File: config.mk
export PLATFORM = sky130hd
export DESIGN_NAME = gpio_port78
export DESIGN_NICKNAME = d
export VERILOG_FILES = /design/src/pin_mux.v /design/src/gpio_port78.v
export VERILOG_INCLUDE_DIRS = /design/src
export SDC_FILE = /design/constraint.sdc
export NUM_CORES = 1
export LEC_CHECK = 0
export ABC_AREA = 1
export BUFFER_PORTS_ARGS = -buffer_cell sky130_fd_sc_hd__buf_2
export CORE_ASPECT_RATIO = 0.75
export CORE_MARGIN = 8
export CORE_UTILIZATION = 54
export DETAILED_ROUTE_END_ITERATION = 7
export GPL_TIMING_DRIVEN = 0
export PLACE_DENSITY = 0.86
export SKIP_CTS_REPAIR_TIMING = 1
export SYNTH_ARGS = -nofsm -noshare
export SYNTH_HDL_FRONTEND = slang
export SYNTH_SLANG_ARGS = --single-unit
File: constraint.sdc
create_clock -name aclk -period 4 [get_ports aclk]
set_input_delay 0.4 -clock aclk [delete_from_list [all_inputs] [get_ports aclk]]
set_output_delay 0.4 -clock aclk [all_outputs]
set_load 0.02 [all_outputs]
File: src/gpio_port78_map.vh
// Register map and constants for the port 7 / port 8 GPIO block with LCD pin sharing
`ifndef GPIO_PORT78_MAP_VH
`define GPIO_PORT78_MAP_VH

// ----------------------------------------
// Register indices and byte addresses
// ----------------------------------------
`define PORT7_DATA_IDX 16'hffda
`define PORT8_DATA_IDX 16'hffdb
`define PORT7_DIRECTION_IDX 16'hffea
`define PORT8_DIRECTION_IDX 16'hffeb
`define LCD_PORT_CONTROL_IDX 16'hffc0
`define REG_ADDR_W 18
`define PORT7_DATA_ADDR 18'h3ff68
`define PORT8_DATA_ADDR 18'h3ff6c
`define PORT7_DIRECTION_ADDR 18'h3ffa8
`define PORT8_DIRECTION_ADDR 18'h3ffac
`define LCD_PORT_CONTROL_ADDR 18'h3ff00

// ----------------------------------------
// Reset values and read constants
// ----------------------------------------
`define PORT_DATA_RST 8'h00
`define PORT_DIRECTION_RST 8'h00
`define LCD_PORT_CONTROL_RST 5'h00
`define WRITE_ONLY_READ 8'hff

// ----------------------------------------
// Field positions in lcd_port_control
// ----------------------------------------
`define SEG_SEL_MSB 3
`define SEG_SEL_LSB 0
`define LCD_EXT_BIT 4
`define LCD_CTRL_W 5

// ----------------------------------------
// AXI responses
// ----------------------------------------
`define RESP_OKAY 2'b00
`define RESP_SLVERR 2'b10

`endif

File: src/pin_mux.v
// Per-port pin function selection between GPIO and LCD drive
`timescale 1ns/100ps
`default_nettype none

module pin_mux #(
	parameter WIDTH = 8
) (
	input wire [WIDTH-1:0] data,
	input wire [WIDTH-1:0] direction,
	input wire [WIDTH-1:0] gpio_en,
	input wire [WIDTH-1:0] seg_en,
	input wire [WIDTH-1:0] seg_val,
	input wire [WIDTH-1:0] alt_en,
	input wire [WIDTH-1:0] alt_val,
	output reg [WIDTH-1:0] out_nxt,
	output reg [WIDTH-1:0] oe_nxt
);

	integer i;

	// Alternate LCD function beats segment, segment beats GPIO
	always @* begin
		out_nxt = {WIDTH{1'b0}};
		oe_nxt = {WIDTH{1'b0}};
		for (i = 0; i < WIDTH; i = i + 1) begin
			if (alt_en[i]) begin
				out_nxt[i] = alt_val[i];
				oe_nxt[i] = 1'b1;
			end else if (seg_en[i]) begin
				out_nxt[i] = seg_val[i];
				oe_nxt[i] = 1'b1;
			end else if (gpio_en[i] && direction[i]) begin
				out_nxt[i] = data[i];
				oe_nxt[i] = 1'b1;
			end
		end
	end

endmodule // pin_mux

`default_nettype wire

File: src/gpio_port78.v
// Port 7 and port 8 GPIO with LCD segment sharing behind an AXI4-Lite slave
//
// Added by the designer: register access over AXI4-Lite.
`timescale 1ns/100ps
`default_nettype none
`include "gpio_port78_map.vh"

module gpio_port78 #(
	parameter WIDTH = 8
) (
	input wire aclk,
	input wire aresetn,
	// AXI4-Lite write address
	input wire [`REG_ADDR_W-1:0] s_axi_awaddr,
	input wire [2:0] s_axi_awprot,
	input wire s_axi_awvalid,
	output reg s_axi_awready,
	// AXI4-Lite write data
	input wire [31:0] s_axi_wdata,
	input wire [3:0] s_axi_wstrb,
	input wire s_axi_wvalid,
	output reg s_axi_wready,
	// AXI4-Lite write response
	output reg [1:0] s_axi_bresp,
	output reg s_axi_bvalid,
	input wire s_axi_bready,
	// AXI4-Lite read address
	input wire [`REG_ADDR_W-1:0] s_axi_araddr,
	input wire [2:0] s_axi_arprot,
	input wire s_axi_arvalid,
	output reg s_axi_arready,
	// AXI4-Lite read data
	output reg [31:0] s_axi_rdata,
	output reg [1:0] s_axi_rresp,
	output reg s_axi_rvalid,
	input wire s_axi_rready,
	// Power state from the system controller
	input wire standby_mode,
	input wire sleep_mode,
	// LCD controller drive
	input wire [WIDTH-1:0] lcd_segment_out_p7,
	input wire [WIDTH-1:0] lcd_segment_out_p8,
	input wire lcd_clock_one_out,
	// Port 7 pins
	input wire [WIDTH-1:0] port7_pin_in,
	output reg [WIDTH-1:0] port7_pin_out,
	output reg [WIDTH-1:0] port7_pin_oe,
	// Port 8 pins
	input wire [WIDTH-1:0] port8_pin_in,
	output reg [WIDTH-1:0] port8_pin_out,
	output reg [WIDTH-1:0] port8_pin_oe
);

	// ----------------------------------------
	// Address decode helpers
	// ----------------------------------------
	localparam [2:0] SEL_NONE = 3'd0;
	localparam [2:0] SEL_P7_DATA = 3'd1;
	localparam [2:0] SEL_P8_DATA = 3'd2;
	localparam [2:0] SEL_P7_DIR = 3'd3;
	localparam [2:0] SEL_P8_DIR = 3'd4;
	localparam [2:0] SEL_LCD_CTRL = 3'd5;

	function [2:0] decode;
		input [`REG_ADDR_W-1:0] addr;
		begin
			if (addr == `PORT7_DATA_ADDR) begin
				decode = SEL_P7_DATA;
			end else if (addr == `PORT8_DATA_ADDR) begin
				decode = SEL_P8_DATA;
			end else if (addr == `PORT7_DIRECTION_ADDR) begin
				decode = SEL_P7_DIR;
			end else if (addr == `PORT8_DIRECTION_ADDR) begin
				decode = SEL_P8_DIR;
			end else if (addr == `LCD_PORT_CONTROL_ADDR) begin
				decode = SEL_LCD_CTRL;
			end else begin
				decode = SEL_NONE;
			end
		end
	endfunction

	// ----------------------------------------
	// Register state
	// ----------------------------------------
	reg [WIDTH-1:0] port7_data_r;
	reg [WIDTH-1:0] port8_data_r;
	reg [WIDTH-1:0] port7_direction_r;
	reg [WIDTH-1:0] port8_direction_r;
	reg [`LCD_CTRL_W-1:0] lcd_port_control_r;

	// Write channel holding state
	reg aw_held_r;
	reg [`REG_ADDR_W-1:0] aw_addr_r;
	reg w_held_r;
	reg [31:0] w_data_r;
	reg [3:0] w_strb_r;

	wire aw_take;
	wire w_take;
	wire wr_fire;
	wire [2:0] wr_sel;
	wire wr_lane0;
	wire [2:0] rd_sel;
	wire ar_take;

	assign aw_take = s_axi_awvalid && s_axi_awready;
	assign w_take = s_axi_wvalid && s_axi_wready;
	assign wr_fire = aw_held_r && w_held_r && !s_axi_bvalid;
	assign wr_sel = decode(aw_addr_r);
	assign wr_lane0 = w_strb_r[0];
	assign rd_sel = decode(s_axi_araddr);
	assign ar_take = s_axi_arvalid && s_axi_arready;

	// ----------------------------------------
	// Write address and data capture
	// ----------------------------------------
	// Either channel may arrive first; each is held until the write is done
	always @(posedge aclk) begin
		if (!aresetn) begin
			aw_held_r <= 1'b0;
			aw_addr_r <= {`REG_ADDR_W{1'b0}};
			w_held_r <= 1'b0;
			w_data_r <= 32'h0000_0000;
			w_strb_r <= 4'h0;
			s_axi_awready <= 1'b0;
			s_axi_wready <= 1'b0;
		end else begin
			if (aw_take) begin
				aw_held_r <= 1'b1;
				aw_addr_r <= s_axi_awaddr;
			end else if (wr_fire) begin
				aw_held_r <= 1'b0;
			end
			if (w_take) begin
				w_held_r <= 1'b1;
				w_data_r <= s_axi_wdata;
				w_strb_r <= s_axi_wstrb;
			end else if (wr_fire) begin
				w_held_r <= 1'b0;
			end
			s_axi_awready <= !aw_held_r && !aw_take && !s_axi_bvalid;
			s_axi_wready <= !w_held_r && !w_take && !s_axi_bvalid;
		end
	end

	// ----------------------------------------
	// Write response
	// ----------------------------------------
	always @(posedge aclk) begin
		if (!aresetn) begin
			s_axi_bvalid <= 1'b0;
			s_axi_bresp <= `RESP_OKAY;
		end else if (wr_fire) begin
			s_axi_bvalid <= 1'b1;
			s_axi_bresp <= (wr_sel == SEL_NONE) ? `RESP_SLVERR : `RESP_OKAY;
		end else if (s_axi_bready) begin
			s_axi_bvalid <= 1'b0;
		end
	end

	// ----------------------------------------
	// Register writes
	// ----------------------------------------
	// Only byte lane 0 carries register bits; other lanes are ignored
	always @(posedge aclk) begin
		if (!aresetn) begin
			port7_data_r <= `PORT_DATA_RST;
			port8_data_r <= `PORT_DATA_RST;
			port7_direction_r <= `PORT_DIRECTION_RST;
			port8_direction_r <= `PORT_DIRECTION_RST;
			lcd_port_control_r <= `LCD_PORT_CONTROL_RST;
		end else if (wr_fire && wr_lane0) begin
			if (wr_sel == SEL_P7_DATA) begin
				port7_data_r <= w_data_r[WIDTH-1:0];
			end else if (wr_sel == SEL_P8_DATA) begin
				port8_data_r <= w_data_r[WIDTH-1:0];
			end else if (wr_sel == SEL_P7_DIR) begin
				port7_direction_r <= w_data_r[WIDTH-1:0];
			end else if (wr_sel == SEL_P8_DIR) begin
				port8_direction_r <= w_data_r[WIDTH-1:0];
			end else if (wr_sel == SEL_LCD_CTRL) begin
				lcd_port_control_r <= w_data_r[`LCD_CTRL_W-1:0];
			end
		end
	end

	// ----------------------------------------
	// Read path
	// ----------------------------------------
	reg [31:0] rd_data_nxt;
	reg [1:0] rd_resp_nxt;
	wire [WIDTH-1:0] port7_read;
	wire [WIDTH-1:0] port8_read;

	// Output bits return the latch, input bits the pin
	assign port7_read = (port7_direction_r & port7_data_r) | (~port7_direction_r & port7_pin_in);
	assign port8_read = (port8_direction_r & port8_data_r) | (~port8_direction_r & port8_pin_in);

	always @* begin
		rd_data_nxt = 32'h0000_0000;
		rd_resp_nxt = `RESP_OKAY;
		case (rd_sel)
			SEL_P7_DATA: begin
				rd_data_nxt[WIDTH-1:0] = port7_read;
			end
			SEL_P8_DATA: begin
				rd_data_nxt[WIDTH-1:0] = port8_read;
			end
			SEL_P7_DIR: begin
				rd_data_nxt[WIDTH-1:0] = `WRITE_ONLY_READ;
			end
			SEL_P8_DIR: begin
				rd_data_nxt[WIDTH-1:0] = `WRITE_ONLY_READ;
			end
			SEL_LCD_CTRL: begin
				rd_data_nxt[`LCD_CTRL_W-1:0] = lcd_port_control_r;
			end
			default: begin
				rd_resp_nxt = `RESP_SLVERR;
			end
		endcase
	end

	always @(posedge aclk) begin
		if (!aresetn) begin
			s_axi_arready <= 1'b0;
			s_axi_rvalid <= 1'b0;
			s_axi_rdata <= 32'h0000_0000;
			s_axi_rresp <= `RESP_OKAY;
		end else begin
			s_axi_arready <= !s_axi_rvalid && !ar_take;
			if (ar_take) begin
				s_axi_rvalid <= 1'b1;
				s_axi_rdata <= rd_data_nxt;
				s_axi_rresp <= rd_resp_nxt;
			end else if (s_axi_rready) begin
				s_axi_rvalid <= 1'b0;
			end
		end
	end

	// ----------------------------------------
	// Pin function selection
	// ----------------------------------------
	wire [3:0] seg_sel;
	wire lcd_ext;
	wire p7_gpio;
	wire p8_gpio;
	wire [WIDTH-1:0] p8_alt_en;
	wire [WIDTH-1:0] p8_alt_val;
	wire [WIDTH-1:0] p7_out_nxt;
	wire [WIDTH-1:0] p7_oe_nxt;
	wire [WIDTH-1:0] p8_out_nxt;
	wire [WIDTH-1:0] p8_oe_nxt;

	assign seg_sel = lcd_port_control_r[`SEG_SEL_MSB:`SEG_SEL_LSB];
	assign lcd_ext = lcd_port_control_r[`LCD_EXT_BIT];
	// Port 7 belongs to GPIO for select 00**, to segments for 01** and 1***
	assign p7_gpio = (seg_sel[3:2] == 2'b00);
	// Port 8 belongs to GPIO for select 000*, to segments for 001*, 01**, 1***
	assign p8_gpio = (seg_sel[3:1] == 3'b000);
	// Extended mode hands pin 7 to LCD clock one
	assign p8_alt_en = {lcd_ext, {(WIDTH-1){1'b0}}};
	assign p8_alt_val = {lcd_clock_one_out, {(WIDTH-1){1'b0}}};

	pin_mux #(
		.WIDTH(WIDTH)
	) u_port7_mux (
		.data(port7_data_r),
		.direction(port7_direction_r),
		.gpio_en({WIDTH{p7_gpio}}),
		.seg_en({WIDTH{!p7_gpio}}),
		.seg_val(lcd_segment_out_p7),
		.alt_en({WIDTH{1'b0}}),
		.alt_val({WIDTH{1'b0}}),
		.out_nxt(p7_out_nxt),
		.oe_nxt(p7_oe_nxt)
	);

	pin_mux #(
		.WIDTH(WIDTH)
	) u_port8_mux (
		.data(port8_data_r),
		.direction(port8_direction_r),
		.gpio_en({WIDTH{p8_gpio}} & ~p8_alt_en),
		.seg_en({WIDTH{!p8_gpio}} & ~p8_alt_en),
		.seg_val(lcd_segment_out_p8),
		.alt_en(p8_alt_en),
		.alt_val(p8_alt_val),
		.out_nxt(p8_out_nxt),
		.oe_nxt(p8_oe_nxt)
	);

	// ----------------------------------------
	// Pin drivers and power states
	// ----------------------------------------
	// Standby floats pins, sleep freezes them, otherwise follow the mux
	always @(posedge aclk) begin
		if (!aresetn) begin
			port7_pin_out <= {WIDTH{1'b0}};
			port7_pin_oe <= {WIDTH{1'b0}};
			port8_pin_out <= {WIDTH{1'b0}};
			port8_pin_oe <= {WIDTH{1'b0}};
		end else if (standby_mode) begin
			port7_pin_oe <= {WIDTH{1'b0}};
			port8_pin_oe <= {WIDTH{1'b0}};
		end else if (!sleep_mode) begin
			port7_pin_out <= p7_out_nxt;
			port7_pin_oe <= p7_oe_nxt;
			port8_pin_out <= p8_out_nxt;
			port8_pin_oe <= p8_oe_nxt;
		end
	end

endmodule // gpio_port78

`default_nettype wire

-- Word-level counts from Yosys, hierarchy flattened
Index checks and enable logic that the tools add are counted.
Widths: inputs -> output; s select.
- output and inout bits: 73
- logic and storage cells: 198
- bits in registers: 115
- bits of input ports: 120
- mux-type cells: 87
- eq/ne operators: 20
- bitwise gates (word level): 18
- reduce and logical (&&, ||, !) cells: 51
- operator list (kind ; count):
    $eq 18x18->1 const B ; 10
    $mux 1 ; 73
    $and 8x8->8 ; 6
    $mux 3 ; 10
    $logic_and 1x1->1 ; 27
    $not 8->8 ; 3
    $pmux 5 s4 ; 1
    $or 8x8->8 ; 2
    $eq 3x2->1 const B ; 4
    $eq 3x3->1 const B ; 4
    $pmux 3 s3 ; 1
    $logic_not 1->1 ; 8
    $reduce_bool 2->1 ; 4
    $not 1->1 ; 7
    $eq 3x1->1 const B ; 2
    $logic_not 3->1 ; 2
    $reduce_and 6->1 ; 1
    $reduce_and 5->1 ; 1
    $reduce_or 5->1 ; 1
    $mux 2 ; 2
    $reduce_and 2->1 ; 2
    $reduce_and 4->1 ; 1
    $reduce_or 2->1 ; 2
    $reduce_and 3->1 ; 1
    $logic_not 2->1 ; 1

-- Longest topological paths before layout
- depth after elaboration: 9
- mapped depth: 13
- mapped depth without buffers: 13

-- Cells and area by module
A second synthesis with hierarchy kept.
- cells, all modules: 867
- area total of the unflattened synthesis: 5640.4 um^2
- modules (own cells, without submodules) (module ; times used ; cells an instance ; area an instance (um^2) ; sequential area each (um^2)):
    gpio_port78 ; 1 ; 691 ; 4939.7 ; 2262.2
    pin_mux ; 2 ; 88 ; 350.3 ; 0.0

-- Worst setup path after synthesis
Ideal clock, no wire load.
- path kind: input to register
- start: input port s_axi_araddr[8]
- end: register s_axi_rdata[0]
- setup slack: 2.567 ns
- cell stages on the path: 12
- arrival time: 1.375 ns
- path buffers: 0
- required time: 3.942 ns
- library setup time: 0.058 ns
- path through: nand2_1 nor2_1 nand2_1 inv_2 nand2_1 nor2_4 nor2_1 nand2_1 nand2_1 nor2_4 nand2_1 nand2_1
- longest elaborated chain between the ends: 9
- elaborated cells between the ends (all ways): 17
- those cells by class: eq/ne: 10; mux: 6; reduce/logical: 1
- ends and longest elaborated chain (item ; RTL line ; source):
    from (decl) ; gpio_port78.v:28 ; input wire [`REG_ADDR_W-1:0] s_axi_araddr,
    $eq 18x18->1 (no source line) ; -- ;
    $mux 3 ; gpio_port78.v:75 ; end else if (addr == `LCD_PORT_CONTROL_ADDR) begin
    $mux 3 ; gpio_port78.v:73 ; end else if (addr == `PORT8_DIRECTION_ADDR) begin
    $mux 3 ; gpio_port78.v:71 ; end else if (addr == `PORT7_DIRECTION_ADDR) begin
    $mux 3 ; gpio_port78.v:69 ; end else if (addr == `PORT8_DATA_ADDR) begin
    $mux 3 (*) ; gpio_port78.v:67 ; if (addr == `PORT7_DATA_ADDR) begin
    $eq 3x3->1 or $eq 3x2->1 (tied branches) ; gpio_port78.v:203 ; case (rd_sel)
    $reduce_or 2->1 (no source line) ; -- ;
    $pmux 5 s4 (*) ; gpio_port78.v:203 ;
    to (signal assigned) ; gpio_port78.v:235 ; s_axi_rdata <= rd_data_nxt;
    to (decl) ; gpio_port78.v:33 ; output reg [31:0] s_axi_rdata,
Every way passes the cells marked *; elsewhere a longest branch is shown, timed or not.
A chain may end at the register's enable or synchronous reset.

-- Worst setup path in the final report
- start: register lcd_port_control_r[2]
- end: register port8_pin_out[5]
- longest elaborated chain between the ends: 5
- elaborated cells between the ends (all ways): 7
- those cells by class: mux: 2; bitwise: 2; reduce/logical: 3
- ends and longest elaborated chain (item ; RTL line ; source):
    from (decl) ; gpio_port78.v:90 ; reg [`LCD_CTRL_W-1:0] lcd_port_control_r;
    from (signal assigned) ; gpio_port78.v:172 ; lcd_port_control_r <= `LCD_PORT_CONTROL_RST;
    from (signal assigned) ; gpio_port78.v:183 ; lcd_port_control_r <= w_data_r[`LCD_CTRL_W-1:0];
    $logic_not 3->1 (*) ; gpio_port78.v:262 ; assign p8_gpio = (seg_sel[3:1] == 3'b000);
    $and 8x8->8 ; gpio_port78.v:286 ; .gpio_en({WIDTH{p8_gpio}} & ~p8_alt_en),
    $logic_and 1x1->1 ; pin_mux.v:32 ; end else if (gpio_en[i] && direction[i]) begin
    $mux 1 ; pin_mux.v:32 ;
    $mux 1 (*) ; pin_mux.v:29 ; end else if (seg_en[i]) begin
    to (signal assigned) ; gpio_port78.v:303 ; port8_pin_out <= {WIDTH{1'b0}};
    to (signal assigned) ; gpio_port78.v:311 ; port8_pin_out <= p8_out_nxt;
    to (decl) ; gpio_port78.v:50 ; output reg [WIDTH-1:0] port8_pin_out,
Marked as above.

==> results.ini <==
[grt]
top_usage_layer=met2
grt_pass1_vias=5049
grtUsageMet2=0.367
grt.total_usage=0.241
grt_first_pass_wirelength_um=24800
grt_max_degree=17
grt_overflow=0
antenna_found_initial=0
grt_util_met3=0.0815
grt_use_met1=0.313

[sta]
fin_crit_sh=0.451
slew_headroom=0.523
final_hold_viol_count=0
whs_ns=0.241
slew_violations=0
rsz0062_at_grt=false
fin_crit_ns=1.80
finalSetupViolCount=0
tns_ns=0
fmax_ghz=0.554
tightestPinTransition_ns=0.716
finClkSkew_ns=0.00699
finalWorstSetupSlack_ns=2.20

[yosys]
yosys.area.top_type_share=0.428
yosys.area.top_type=dfxtp_1
synthTopCellsByArea=dfxtp_1 (43%), nand2_1 (11%), a21oi_1 (7.2%), o21ai_0 (6.4%), nor2_1 (5.5%)
avgSynthCellArea_um2=7.20
ys_ff_latch=113
synth-warning-count=0
syn_inst=735
syn_area_mm2=0.00529
ys_types=31
seq_area_frac_synth=0.428

[worst_setup_path]
path_max_fanout=10
required_ns=4.30
end_kind=flop
start_kind=flop
crit_arrival_ns=2.10
crit_type=flop to flop

[final_layout]
design_area_mm2=0.00681
multiInputGateArea_mm2=0.00250
nets=1030
drive_gt1_frac=0.260
fillers=770
diodes=0
syn_to_final_growth_pct=28.8
register_area_mm2=0.00226
fin_util=0.711
mostFrequentLayoutCell=nand2_1
fin_cells=1055
final_cell_mix=nand2_1 (155), buf_2 (135), dfxtp_1 (113), nor2_1 (77), a21oi_1 (76)

[pwr]
p_sw_frac=0.256
power_frac_seq=0.396
power.switching_uw=776
cell_internal_pwr_mw=2.26
power.share.clock=0.508
total_power_mw=3.04
p_per_area_mw_per_mm2=446
power_leakage_nw=3.28
peakVddDrop_uv=272
p_comb_frac=0.096

[die]
rows=31
start_util=0.552
chipWidth_um=130
io_pins=193
die_area_mm2=0.0133
die_h_um=102
core_area_mm2=0.00958

[clock_network]
clkSinkCount=113
cts_tree=done
clk_latency_ns=0.41
path_clk_slew_ns=0.06
h-tree-depth=4
clk_path_buf_depth=2
cts_buffers=17
cts_root_buffer=clkbuf_16

[routing]
vias_per_cell=5.30
vias=5587
firstDrtPassIters=6
ant_nets=0
drtIter0Drc=612
wl_per_cell_um=15.4
wirelength_um=16300
remaining_drc_errors=0

[placed_design]
place_ws_ns=2.16
port_buffers=131
place_area_mm2=0.00620
dp.cells=1023
dpl.hpwl_um=12200
gp_congestion=0.912

[job]
cap_violations=0

[worst_hold_path]
hp-class=input pin to flop

[status]
status=complete, no violations

-- final cells by class --
cell class / count / share of cell area
repair buffers: 131 / 0.0963
well taps: 132 / 0.0242
clock buffers: 17 / 0.0625
inverters: 79 / 0.0437
multi-input cells: 517 / 0.368
clock inverters: 15 / 0.0266
flip-flops and latches: 113 / 0.332
plain buffers: 51 / 0.0470
-- synthesized netlist by cell type --
cell type and number:
a21oi_1 76, a31oi_1 2, buf_1 1, buf_2 4, buf_4 27, buf_6 3, clkbuf_1 16, clkinv_1 2
clkinv_2 1, conb_1 1, dfxtp_1 113, inv_1 66, inv_2 10, nand2_1 155, nand2_2 5, nand3_1 47
nand3_2 7, nand4_1 1, nand4_2 2, nand4_4 1, nor2_1 77, nor2_2 4, nor2_4 9, nor2_8 1
nor3_1 5, nor3_2 2, nor4_1 2, nor4_4 1, o211ai_1 23, o21ai_0 68, o21ai_1 3
-- worst max-delay path: stages (launching register included) --
cell	delay, ns
dfxtp_1	0.34
nor2_4	0.27
inv_2	0.18
nor2_8	0.19
inv_2	0.10
buf_6	0.15
a21oi_1	0.13
o21ai_0	0.14
o211ai_1	0.12
inv_1	0.06
-- cell families (layout without fill, tap and decap cells) --
kind of cell,count (synthesis),after routing,synth area share
compound gates,172,172,0.174
other cells,1,26,0.000709
simple gates,319,319,0.281
flops,113,113,0.428
buf+inv,130,293,0.117
-- final timing paths --
path | from | end | slack (ns) | cells after the start
max reg2reg | lcd_port_control_r[2] | port8_pin_out[5] | 2.20 | 9
min reg2reg | s_axi_rdata[1] | s_axi_rdata[1] | 0.45 | 2
min | s_axi_rready | s_axi_rvalid | 0.24 | 4
max | lcd_port_control_r[2] | port8_pin_out[5] | 2.20 | 9
-- power by group through the flow --
| stage | Combinational (mW) | Sequential (mW) | Clock (mW) |
|---|---|---|---|
| 2_1_floorplan | 0.161 | 1.24 | 0 |
| 3_3_place_gp | 0.279 | 1.22 | 0 |
| 3_5_place_dp | 0.285 | 1.23 | 0 |
| 4_1_cts | 0.287 | 1.20 | 1.54 |
| 5_1_grt | 0.319 | 1.21 | 1.60 |
| 6_report | 0.290 | 1.20 | 1.54 |
-- sequential cells by signal (all words and copies together), names as in the netlist, 5 cells and up --
name / count
s_axi_rdata: 8
port8_direction_r: 8
port7_data_r: 8
port7_pin_out: 8
port8_pin_out: 8
port7_direction_r: 8
w_data_r: 8
port8_data_r: 8
port8_pin_oe: 8
port7_pin_oe: 8
aw_addr_r: 18
lcd_port_control_r: 5
-- metal layers --
layer	routed length [µm]	part of all wire
met5	0	0
met4	366	0.022
met3	2130	0.13
met2	6980	0.43
met1	6810	0.42
Power figures use the tool's default switching activity.
